--- config.mk ---
export PLATFORM = sky130hd
export DESIGN_NAME = qdsc_host_flat
export DESIGN_NICKNAME = d
export VERILOG_FILES = /design/src/qdsc_pkg.sv /design/src/qdsc_link_if.sv /design/src/qdsc_host.sv /design/src/flat_wrapper.sv
export SDC_FILE = /design/constraint.sdc
export NUM_CORES = 1
export LEC_CHECK = 0
export ABC_CLOCK_PERIOD_IN_PS = 1820
export BUFFER_PORTS_ARGS = -buffer_cell sky130_fd_sc_hd__buf_2
export CORE_MARGIN = 2
export CORE_UTILIZATION = 40
export CTS_CLUSTER_SIZE = 16
export DETAILED_ROUTE_END_ITERATION = 8
export PLACE_DENSITY = 0.73
export RECOVER_POWER = 25
export REMOVE_ABC_BUFFERS = 1
export SYNTH_ARGS = -nofsm -noshare
export SYNTH_HDL_FRONTEND = slang
export SYNTH_SLANG_ARGS = --single-unit
--- constraint.sdc ---
create_clock -name clk_i -period 1.82 [get_ports clk_i]
set_clock_uncertainty 0.2 [all_clocks]
set_input_delay 0.091 -clock clk_i [delete_from_list [all_inputs] [get_ports clk_i]]
set_output_delay 0.091 -clock clk_i [all_outputs]
set_load 0.02 [all_outputs]
--- src/qdsc_pkg.sv ---
// Constants shared by the quad converter serial link, its device end and
// its host end. Assumes the host runs from a 100 MHz system clock.
package qdsc_pkg;
	// Serial word and channel layout
	localparam int WORD_W     = 16;               // Bits per serial word
	localparam int CH_N       = 4;                // Channels A to D
	localparam int CH_W       = 2;                // Channel-select width
	localparam int CODE_W_MAX = 12;               // Widest converter code
	localparam int CH_POS     = 14;               // Channel select, [15:14]
	localparam int BUF_POS    = 13;               // Reference buffer select
	localparam int GAIN_POS   = 12;               // Output range control
	localparam int DATA_MSB   = 11;               // Left-aligned code top

	// Edge counting in the device
	localparam int              CNT_W     = 5;
	localparam logic [CNT_W-1:0] BITS_ZERO = 5'h00; // Value after abort
	localparam logic [CNT_W-1:0] BITS_LAST = 5'h0F; // Before the 16th edge
	localparam logic [CNT_W-1:0] BITS_FULL = 5'h10; // 16 edges seen

	// Host timing
	localparam int CLK_HZ        = 100_000_000;
	localparam int CLK_PERIOD_NS = 10;
	localparam int SCLK_MAX_HZ   = 30_000_000;
	localparam int HALF_MIN_CYC  =
		(CLK_HZ + 2 * SCLK_MAX_HZ - 1) / (2 * SCLK_MAX_HZ);
	localparam int HALF_DEF_CYC  = 4;             // Half serial period
	localparam int SYNC_GAP_NS   = 50;            // Frame select high time
	localparam int SYNC_GAP_CYC  =
		(SYNC_GAP_NS + CLK_PERIOD_NS - 1) / CLK_PERIOD_NS;
	localparam int PH_W          = 4;             // Phase counter width

	// Host register map, byte addresses
	localparam int             ADDR_W   = 4;
	localparam logic [ADDR_W-1:0] OFF_WORD = 4'h0; // Word to send
	localparam logic [ADDR_W-1:0] OFF_PINS = 4'h4; // Control pin levels
	localparam logic [ADDR_W-1:0] OFF_STAT = 4'h8; // Busy flag
	localparam logic [ADDR_W-1:0] OFF_RBK  = 4'hC; // Read-back word

	// Control pin register fields
	localparam int              PINS_W       = 3;
	localparam int              PIN_CLR_POS  = 0;
	localparam int              PIN_LOAD_POS = 1;
	localparam int              PIN_PD_POS   = 2;
	localparam logic [PINS_W-1:0] PINS_RST   = 3'h7; // All pins idle high

	// AXI responses
	localparam logic [1:0] RESP_OKAY   = 2'h0;
	localparam logic [1:0] RESP_SLVERR = 2'h2;

	// Host sequencer states
	typedef enum logic [1:0] {ST_IDLE, ST_SHIFT, ST_GAP} qdsc_state_t;
endpackage

--- src/qdsc_link_if.sv ---
// Pins between the host controller and the quad converter.
// Assumes the host makes the serial clock; no wire is two-way.
`timescale 1ns/1ns
`default_nettype none
interface qdsc_link_if;
	logic sclk;            // Serial clock from the host
	logic sync_n;          // Frame select, active low
	logic din;             // Serial data into the device
	logic clear_all_n;     // Clear pin, active low
	logic load_outputs_n;  // Load pin, active low
	logic power_down_n;    // Power-down pin, active low
	logic serial_out;      // Serial data from the device
	logic serial_out_en;   // High while the device drives serial_out

	modport host (
		output sclk, sync_n, din, clear_all_n, load_outputs_n, power_down_n,
		input  serial_out, serial_out_en
	);
	modport device (
		input  sclk, sync_n, din, clear_all_n, load_outputs_n, power_down_n,
		output serial_out, serial_out_en
	);
endinterface
`default_nettype wire

--- src/qdsc_host.sv ---
// Host controller for the quad converter link, with an AXI4-Lite slave.
// Assumes software writes a word and polls busy; the serial clock is
// made here by a divider from clk_i.
`timescale 1ns/1ns
`default_nettype none
module qdsc_host #(
	parameter int HALF = qdsc_pkg::HALF_DEF_CYC  // Clocks per half period
) (
	input  wire logic                        clk_i,
	input  wire logic                        sys_rst_i,
	input  wire logic [qdsc_pkg::ADDR_W-1:0] s_axi_awaddr_i,
	input  wire logic                        s_axi_awvalid_i,
	output logic                             s_axi_awready_o,
	input  wire logic [31:0]                 s_axi_wdata_i,
	input  wire logic [3:0]                  s_axi_wstrb_i,
	input  wire logic                        s_axi_wvalid_i,
	output logic                             s_axi_wready_o,
	output logic [1:0]                       s_axi_bresp_o,
	output logic                             s_axi_bvalid_o,
	input  wire logic                        s_axi_bready_i,
	input  wire logic [qdsc_pkg::ADDR_W-1:0] s_axi_araddr_i,
	input  wire logic                        s_axi_arvalid_i,
	output logic                             s_axi_arready_o,
	output logic [31:0]                      s_axi_rdata_o,
	output logic [1:0]                       s_axi_rresp_o,
	output logic                             s_axi_rvalid_o,
	input  wire logic                        s_axi_rready_i,
	qdsc_link_if.host                        link
);
	import qdsc_pkg::*;

	// Bus-side state
	logic [ADDR_W-1:0] awaddr_q, next_awaddr;   // Held write address
	logic              aw_q, next_aw_q;         // Address taken
	logic [31:0]       wdata_q, next_wdata;     // Held write data
	logic [3:0]        wstrb_q, next_wstrb;
	logic              w_q, next_w_q;           // Data taken
	logic              bvalid_q, next_bvalid;
	logic [1:0]        bresp_q, next_bresp;
	logic              rvalid_q, next_rvalid;
	logic [1:0]        rresp_q, next_rresp;
	logic [31:0]       rdata_q, next_rdata;
	logic [WORD_W-1:0] word_q, next_word;       // Word to send
	logic [PINS_W-1:0] pins_q, next_pins;       // Control pin levels
	logic              start_q, next_start;     // One-cycle launch
	logic              busy;

	// Link-side state
	qdsc_state_t       state, next_state;
	logic [PH_W-1:0]   phase, next_phase;       // Clocks left in phase
	logic [CNT_W-1:0]  bits, next_bits;         // Falling edges made
	logic [WORD_W-1:0] tx, next_tx;             // Outgoing bits
	logic [WORD_W-1:0] rsh, next_rsh;           // Incoming bits
	logic [WORD_W-1:0] rb_q, next_rb;           // Last read-back word
	logic              sclk_q, next_sclk;
	logic              sync_q, next_sync;
	logic              so_s1, so_s2;            // Serial-out synchroniser

	assign busy = (state != ST_IDLE) || start_q;

	// Channel readies; one write and one read at a time
	always_comb begin
		s_axi_awready_o = ~aw_q & ~bvalid_q;
		s_axi_wready_o  = ~w_q & ~bvalid_q;
		s_axi_arready_o = ~rvalid_q;
		s_axi_bvalid_o  = bvalid_q;
		s_axi_bresp_o   = bresp_q;
		s_axi_rvalid_o  = rvalid_q;
		s_axi_rresp_o   = rresp_q;
		s_axi_rdata_o   = rdata_q;
	end

	// Next values of the bus-side state
	always_comb begin
		next_aw_q   = aw_q;
		next_awaddr = awaddr_q;
		next_w_q    = w_q;
		next_wdata  = wdata_q;
		next_wstrb  = wstrb_q;
		next_bvalid = bvalid_q;
		next_bresp  = bresp_q;
		next_rvalid = rvalid_q;
		next_rresp  = rresp_q;
		next_rdata  = rdata_q;
		next_word   = word_q;
		next_pins   = pins_q;
		next_start  = 1'b0;
		if (s_axi_awvalid_i && s_axi_awready_o) begin
			next_aw_q   = 1'b1;
			next_awaddr = s_axi_awaddr_i;
		end
		if (s_axi_wvalid_i && s_axi_wready_o) begin
			next_w_q   = 1'b1;
			next_wdata = s_axi_wdata_i;
			next_wstrb = s_axi_wstrb_i;
		end
		// Both halves present: perform the write
		if (aw_q && w_q) begin
			next_aw_q   = 1'b0;
			next_w_q    = 1'b0;
			next_bvalid = 1'b1;
			next_bresp  = RESP_OKAY;
			case (awaddr_q)
				OFF_WORD: begin
					// A word written while busy is dropped
					if (!busy) begin
						if (wstrb_q[0]) next_word[7:0]  = wdata_q[7:0];
						if (wstrb_q[1]) next_word[15:8] = wdata_q[15:8];
						next_start = 1'b1;
					end
				end
				OFF_PINS: begin
					if (wstrb_q[0]) next_pins = wdata_q[PINS_W-1:0];
				end
				OFF_STAT, OFF_RBK: begin
					// Read-only, write ignored
				end
				default: next_bresp = RESP_SLVERR;
			endcase
		end
		if (bvalid_q && s_axi_bready_i) begin
			next_bvalid = 1'b0;
		end
		if (rvalid_q && s_axi_rready_i) begin
			next_rvalid = 1'b0;
		end
		// Read data is latched when the address is taken
		if (s_axi_arvalid_i && s_axi_arready_o) begin
			next_rvalid = 1'b1;
			next_rresp  = RESP_OKAY;
			next_rdata  = 32'h0000_0000;
			case (s_axi_araddr_i)
				OFF_WORD: next_rdata[WORD_W-1:0] = word_q;
				OFF_PINS: next_rdata[PINS_W-1:0] = pins_q;
				OFF_STAT: next_rdata[0] = busy;
				OFF_RBK:  next_rdata[WORD_W-1:0] = rb_q;
				default:  next_rresp = RESP_SLVERR;
			endcase
		end
	end

	// Bus-side registers
	always_ff @(posedge clk_i) begin
		if (sys_rst_i) begin
			aw_q     <= 1'b0;
			awaddr_q <= '0;
			w_q      <= 1'b0;
			wdata_q  <= 32'h0000_0000;
			wstrb_q  <= 4'h0;
			bvalid_q <= 1'b0;
			bresp_q  <= RESP_OKAY;
			rvalid_q <= 1'b0;
			rresp_q  <= RESP_OKAY;
			rdata_q  <= 32'h0000_0000;
			word_q   <= 16'h0000;
			pins_q   <= PINS_RST;
			start_q  <= 1'b0;
		end else begin
			aw_q     <= next_aw_q;
			awaddr_q <= next_awaddr;
			w_q      <= next_w_q;
			wdata_q  <= next_wdata;
			wstrb_q  <= next_wstrb;
			bvalid_q <= next_bvalid;
			bresp_q  <= next_bresp;
			rvalid_q <= next_rvalid;
			rresp_q  <= next_rresp;
			rdata_q  <= next_rdata;
			word_q   <= next_word;
			pins_q   <= next_pins;
			start_q  <= next_start;
		end
	end

	// Serial sequencer: frame select low, 16 clock pulses, gap.
	// HALF must stay at or above HALF_MIN_CYC to respect the clock limit,
	// and at 3 or more so read-back bits clear the synchroniser.
	always_comb begin
		next_state = state;
		next_phase = phase;
		next_bits  = bits;
		next_tx    = tx;
		next_rsh   = rsh;
		next_rb    = rb_q;
		next_sclk  = sclk_q;
		next_sync  = sync_q;
		case (state)
			ST_IDLE: begin
				if (start_q) begin
					next_state = ST_SHIFT;
					next_sync  = 1'b0;
					next_tx    = word_q;
					next_bits  = BITS_ZERO;
					next_phase = PH_W'(HALF - 1);
				end
			end
			ST_SHIFT: begin
				if (phase != '0) begin
					next_phase = phase - 4'h1;
				end else begin
					next_phase = PH_W'(HALF - 1);
					if (sclk_q) begin
						// Falling edge: device takes din, we take serial_out
						next_sclk = 1'b0;
						next_bits = bits + 5'h01;
						next_rsh  = {rsh[WORD_W-2:0], so_s2};
					end else if (bits == BITS_FULL) begin
						next_sclk  = 1'b1;
						next_sync  = 1'b1;
						next_rb    = rsh;
						next_state = ST_GAP;
						next_phase = PH_W'(SYNC_GAP_CYC - 1);
					end else begin
						next_sclk = 1'b1;
						next_tx   = {tx[WORD_W-2:0], 1'b0};
					end
				end
			end
			ST_GAP: begin
				if (phase != '0) begin
					next_phase = phase - 4'h1;
				end else begin
					next_state = ST_IDLE;
				end
			end
			default: next_state = ST_IDLE;
		endcase
	end

	// Link-side registers and the serial-out synchroniser
	always_ff @(posedge clk_i) begin
		if (sys_rst_i) begin
			state  <= ST_IDLE;
			phase  <= '0;
			bits   <= BITS_ZERO;
			tx     <= 16'h0000;
			rsh    <= 16'h0000;
			rb_q   <= 16'h0000;
			sclk_q <= 1'b1;
			sync_q <= 1'b1;
			so_s1  <= 1'b0;
			so_s2  <= 1'b0;
		end else begin
			state  <= next_state;
			phase  <= next_phase;
			bits   <= next_bits;
			tx     <= next_tx;
			rsh    <= next_rsh;
			rb_q   <= next_rb;
			sclk_q <= next_sclk;
			sync_q <= next_sync;
			so_s1  <= link.serial_out;
			so_s2  <= so_s1;
		end
	end

	// Pins come straight from flops; load may simply stay low
	always_comb begin
		link.sclk           = sclk_q;
		link.sync_n         = sync_q;
		link.din            = tx[WORD_W-1];
		link.clear_all_n    = pins_q[PIN_CLR_POS];
		link.load_outputs_n = pins_q[PIN_LOAD_POS];
		link.power_down_n   = pins_q[PIN_PD_POS];
	end
endmodule
`default_nettype wire

--- src/flat_wrapper.sv ---
// flat-port wrapper written by rule: the top's interface ports become plain ports
module qdsc_host_flat import qdsc_pkg::*;
#(
	parameter int HALF = qdsc_pkg::HALF_DEF_CYC                           
)
  (clk_i, sys_rst_i, s_axi_awaddr_i, s_axi_awvalid_i, s_axi_awready_o, s_axi_wdata_i, s_axi_wstrb_i, s_axi_wvalid_i, s_axi_wready_o, s_axi_bresp_o, s_axi_bvalid_o, s_axi_bready_i, s_axi_araddr_i, s_axi_arvalid_i, s_axi_arready_o, s_axi_rdata_o, s_axi_rresp_o, s_axi_rvalid_o, s_axi_rready_i, link_sclk, link_sync_n, link_din, link_clear_all_n, link_load_outputs_n, link_power_down_n, link_serial_out, link_serial_out_en);
  qdsc_link_if link_i ();
  input  wire logic clk_i;
  input  wire logic sys_rst_i;
  input  wire logic [qdsc_pkg::ADDR_W-1:0] s_axi_awaddr_i;
  input  wire logic s_axi_awvalid_i;
  output logic s_axi_awready_o;
  input  wire logic [31:0] s_axi_wdata_i;
  input  wire logic [3:0] s_axi_wstrb_i;
  input  wire logic s_axi_wvalid_i;
  output logic s_axi_wready_o;
  output logic [1:0] s_axi_bresp_o;
  output logic s_axi_bvalid_o;
  input  wire logic s_axi_bready_i;
  input  wire logic [qdsc_pkg::ADDR_W-1:0] s_axi_araddr_i;
  input  wire logic s_axi_arvalid_i;
  output logic s_axi_arready_o;
  output logic [31:0] s_axi_rdata_o;
  output logic [1:0] s_axi_rresp_o;
  output logic s_axi_rvalid_o;
  input  wire logic s_axi_rready_i;
  output wire logic [$bits(link_i.sclk)-1:0] link_sclk;
  output wire logic [$bits(link_i.sync_n)-1:0] link_sync_n;
  output wire logic [$bits(link_i.din)-1:0] link_din;
  output wire logic [$bits(link_i.clear_all_n)-1:0] link_clear_all_n;
  output wire logic [$bits(link_i.load_outputs_n)-1:0] link_load_outputs_n;
  output wire logic [$bits(link_i.power_down_n)-1:0] link_power_down_n;
  input wire logic [$bits(link_i.serial_out)-1:0] link_serial_out;
  input wire logic [$bits(link_i.serial_out_en)-1:0] link_serial_out_en;
  assign link_sclk = link_i.sclk;
  assign link_sync_n = link_i.sync_n;
  assign link_din = link_i.din;
  assign link_clear_all_n = link_i.clear_all_n;
  assign link_load_outputs_n = link_i.load_outputs_n;
  assign link_power_down_n = link_i.power_down_n;
  assign link_i.serial_out = link_serial_out;
  assign link_i.serial_out_en = link_serial_out_en;
  qdsc_host #(.HALF(HALF)) u_core (.clk_i(clk_i), .sys_rst_i(sys_rst_i), .s_axi_awaddr_i(s_axi_awaddr_i), .s_axi_awvalid_i(s_axi_awvalid_i), .s_axi_awready_o(s_axi_awready_o), .s_axi_wdata_i(s_axi_wdata_i), .s_axi_wstrb_i(s_axi_wstrb_i), .s_axi_wvalid_i(s_axi_wvalid_i), .s_axi_wready_o(s_axi_wready_o), .s_axi_bresp_o(s_axi_bresp_o), .s_axi_bvalid_o(s_axi_bvalid_o), .s_axi_bready_i(s_axi_bready_i), .s_axi_araddr_i(s_axi_araddr_i), .s_axi_arvalid_i(s_axi_arvalid_i), .s_axi_arready_o(s_axi_arready_o), .s_axi_rdata_o(s_axi_rdata_o), .s_axi_rresp_o(s_axi_rresp_o), .s_axi_rvalid_o(s_axi_rvalid_o), .s_axi_rready_i(s_axi_rready_i), .link(link_i));
endmodule
Word level (Yosys, flattened, before mapping) --
Index checks and enable logic that the tools add are counted.
Storage, ports and cells: output and inout port bits 47, input port bits 53, flip-flop bits (word level) 129
Operators by class: mux-type cells 35, bitwise gates (word level) 11, add/sub/neg operators 2, reduce and logical (&&, ||, !) cells 31, eq/ne operators 17
Operators by type and width (number):
- $mux W16 | 4
- $pmux W16 S2 | 1
- $pmux W13 S2 | 1
- $eq A4 B4 Y1 const B | 4
- $mux W4 | 4
- $reduce_and A4 Y1 | 4
- $mux W5 | 3
- $reduce_and A5 Y1 | 3
- $mux W2 | 7
- $pmux W2 S3 | 2
- $pmux W4 S3 | 1
- $pmux W5 S2 | 1
- $not A1 Y1 | 9
- $reduce_and A3 Y1 | 3
- $eq A4 B3 Y1 const B | 2
- $logic_not A4 Y1 | 2
- $mux W1 | 8
- $ne A2 B1 Y1 const B | 4
- $ne A2 B2 Y1 const B | 4
- $reduce_or A4 Y1 | 2
- $logic_and A1 B1 Y1 | 6
- $reduce_bool A2 Y1 | 3
- $add A5 B1 Y5 const B | 1
- $eq A5 B5 Y1 const B | 1
- other kinds (14) | 16

Depth between registers and ports, before layout --
depth after elaboration 5, gate-level depth with buffers 8, depth with buffers taken out 6

Worst setup path after synthesis --
Ideal clock, no wire load.
path type reg2reg, from register u_core.state[0], to register u_core.tx[10], arrival time 1627 ps, stages on the path, launching flop included 8, required time 1492 ps, setup slack -135 ps, path buffers 1, cell sequence dfxtp_1 > inv_1 > ha_1 > mux2i_1 > nor4b_4 > buf_6 > a222oi_1 > nor2_1
Between the ends: cells in the longest elaborated chain, start to end 3, elaborated cells on any way between the ends 9, classes of those cells 5 x eq/ne; 1 x mux; 3 x reduce/logical
Ends and longest elaborated chain:
- start, declared | line qdsc_host.sv:49 | qdsc_state_t state, next_state;
- start signal, assigned | line qdsc_host.sv:244 | state <= next_state;
- $eq A2 B1 Y1 or $logic_not A2 Y1 (tied branches) | line qdsc_host.sv:187 | case (state)
- $ne A2 B2 Y1 (no line) (tied with other cells)
- $reduce_and A5 Y1 (no line)
- end signal, assigned | line qdsc_host.sv:247 | tx <= next_tx;
- end, declared | line qdsc_host.sv:52 | logic [WORD_W-1:0] tx, next_tx;
Several ways; a longest one is shown, not always the timed one. A chain may end at the register's enable or synchronous reset.

Worst setup path after layout --
from register u_core.state[0], to register u_core.bits[0]
Between the ends: cells in the longest elaborated chain, start to end 3, elaborated cells on any way between the ends 8, classes of those cells 4 x eq/ne; 1 x mux; 3 x reduce/logical
Ends and longest elaborated chain:
- $eq A2 B1 Y1 or $logic_not A2 Y1 (tied branches) | line qdsc_host.sv:187
- $ne A2 B1 Y1 (no line) (tied with other cells)
- $reduce_and A4 Y1 (no line)
- end signal, assigned | line qdsc_host.sv:246 | bits <= next_bits;
- end, declared | line qdsc_host.sv:51 | logic [CNT_W-1:0] bits, next_bits;
Several ways; a longest one is shown, not always the timed one.

==> results_dict.tcl <==
set metrics [dict create \
    cp_max_fo 4 \
    clk_latency_ps 420 \
    slowest_delay_ps 380 \
    drc_errors 0 \
    antenna_found_initial 0 \
    syn-instance-count 593 \
    drive_above_1_share 0.290 \
    hpwlAfterDp_um 8820 \
    start_util 0.405 \
    power_frac_seq 0.395 \
    viasPerCell 5.33 \
    num_vias 4884 \
    end_kind "flop" \
    async_flop_share 0 \
    setup_tns_ps -2290 \
    switching_share 0.284 \
    peakVddDrop_mv 0.566 \
    setup_viol 54 \
    ys.warnings.count 0 \
    synth_top_area_cell "dfxtp_1" \
    cts.htree.levels 4 \
    hold_path.class "in2reg" \
    grt_start_max_net_pins 75 \
    pwr-share-clk 0.426 \
    clk_path_buf_depth 2 \
    p_int_mw 5.39 \
    area_growth_syn_to_layout_pct 39.6 \
    setup_ws_ps -143 \
    grt_overflow 0 \
    period_minus_slack_ps 1960 \
    ioPinCount 100 \
    fin_crit_sh 1.08 \
    synth-seq-area-share 0.480 \
    synth_top_area_frac 0.480 \
    rsz0062_at_grt "yes" \
    cap_violations 0 \
    cellLeakagePower_nw 2.91 \
    synth_common_cells "127 x dfxtp_1, 109 x nand2_1, 63 x a21oi_1" \
    ys_seq_elements 127 \
    drt_wl_total_um 14800 \
    grt_pass1_wl_um 22500 \
    initialDrtViolationCount 426 \
    fmax_mhz 509 \
    grt.total_usage 0.195 \
    synth-simple-area-share 0.212 \
    synth_top_family_by_area "simple AND/OR/NAND/NOR gates" \
    slew_headroom 0.661 \
    numPortBuffers 62 \
    cpMostUsedCell "buf_4" \
    slew_viol_final 0 \
    synth_edf_count 0 \
    syn_area_um2 5300 \
    violations "negative setup slack" \
    yosysMostFrequentCell "dfxtp_1" \
    pwr_density_cell_nw_per_um2 1020 \
    status "complete, but fails checks" \
    tightest_slew_ps 495 \
    die_h_um 119 \
    synth-xor-area-share 0.00496 \
    p_sw_mw 2.13 \
    synth_compound_area_frac 0.158 \
    synthTopCellsByArea "dfxtp_1 48%, nand2_1 7.7%, a21oi_1 5.9%" \
    syn_area_per_cell_um2 8.94 \
    ys.flop_type "dfxtp_1" \
    cts_buffers 17 \
    synth.area.mux_share 0.0538 \
    final_util 0.565 \
    yosys.area_share.adder 0.0212 \
    drt_pass1_iterations 7 \
    crit_arrival_ps 2030 \
    start_kind "flop" \
    wl_per_cell_um 16.1 \
    grt_pass1_vias 4735 \
    crit_chain "inv_4, ha_4, mux2_4, buf_4, buf_4, buf_4, a21oi_1, a311oi_1" \
    cts_root_buffer "clkbuf_16" \
    nNetsFinal 790 \
    crit_slowest_cell "dfxtp_4" \
    clock_sinks 127 \
    p_comb_frac 0.179 \
    gp_congestion 0.884 \
    power_mw 7.52 \
    worstPathRequired_ps 1890 \
    path_class "reg2reg" \
    die_width_um 119 \
    ant_nets 0 \
    cts_tree "done" \
    hold_viol 0 \
    clkTransAtPathRegs_ps 60 \
    synth.distinct_cells 61 \
    dieArea_um2 14200 \
    fp-row-count 42 \
    core-area_um2 13100 \
    antenna_cells 0 \
]
==> repair_timing <==
| item | 4_1_cts | 5_1_grt |
|---|---|---|
| hold buffers | 32 | 0 |
| buffers inserted | 8 | 5 |
| resized for setup | 37 | 70 |
| endpoints found under the hold margin | 42 | 0 |
| gates cloned | 2 | 1 |
| pin swaps | 24 | 45 |
| setup endpoints to repair | 76 | 79 |
==> kinds of logic after synthesis <==
| family | Yosys count |
|---|---|
| simple gates | 235 |
| flops | 127 |
| compound gates | 121 |
| buf+inv | 70 |
| mux | 27 |
| fa+ha+maj | 9 |
| xor+xnor | 3 |
| other cells | 1 |
==> worst max-delay path, delay by kind of cell, from the launching register on <==
| family | cells | cell delay (ps) |
|---|---|---|
| adders and majority gates | 1 | 170 |
| AOI/OAI and AO/OA | 2 | 290 |
| buffers and inverters | 4 | 450 |
| muxes | 1 | 330 |
| DFF | 1 | 380 |
==> stage by stage <==
step | setup WS (ps) | hold slack, ps | cell area (um^2) | cells
final | -143 | 27.9 | 7400 | 917
after global routing | -169 | 71.8 | 7400 | 917
after CTS | -107 | 3.19 | 7140 | 913
after detailed placement | -424 | 127 | 5990 | 839
after global placement | -259 | 116 | 5990 | 839
after floorplan | -359 | -39.9 | 5040 | 553
==> power groups by stage <==
| stage | sequential (mW) | combinational, mW | clock [mW] |
|---|---|---|---|
| final | 2.98 | 1.35 | 3.20 |
| after global routing | 2.99 | 1.45 | 3.37 |
| after CTS | 2.97 | 1.29 | 3.22 |
| after detailed placement | 3.02 | 1.14 | 0 |
| after global placement | 3.01 | 1.11 | 0 |
| after floorplan | 3.06 | 0.563 | 0 |
==> cell type report <==
class,count,area (um^2)
multi-input cells,413,2780
repair buffers,156,1230
well taps,176,220
inverters,13,53.8
clock buffers,18,429
clock inverters,14,135
fillers,1058,5690
flip-flops and latches,127,2550
==> sequential cells by signal (all words and copies together) (netlist names), 2 cells and up <==
| name | count |
|---|---|
| u_core.wstrb_q | 2 |
| u_core.wdata_q | 16 |
| u_core.tx | 16 |
| u_core.word_q | 16 |
| u_core.s_axi_rdata_o | 16 |
| u_core.bits | 5 |
| u_core.awaddr_q | 4 |
| u_core.rb_q | 16 |
| u_core.rsh | 16 |
| u_core.pins_q | 3 |
| u_core.phase | 4 |
| u_core.state | 2 |
==> layout by cell type, fill, tap and decap left out, drive strengths merged, types with 18 or more instances in the layout <==
cell type and instances:
conb 18, a21oi 63, nand2 109, dfxtp 127, nor2 61, nor3 22, dlygate4sd3 32, clkbuf 40
mux2i 24, buf 102
==> final timing paths <==
check / start / to / slack (ps) / depth (start not counted)
max reg2reg: u_core.state[0] / u_core.bits[0] / -140 / 8
max: u_core.state[0] / u_core.bits[0] / -140 / 8
min reg2reg: u_core.so_s1 / u_core.so_s2 / 250 / 1
min: s_axi_araddr_i[3] / u_core.s_axi_rdata_o[1] / 30 / 4
==> metal layers <==
layer	vias to the layer above	wire length, um	track usage
li1	2315	-	-
met1	2319	6080	0.235
met2	207	7520	0.332
met3	43	803	0.0421
met4	0	403	0.0930
met5	-	0	0
Note: power is estimated with default switching activity, not from simulation.
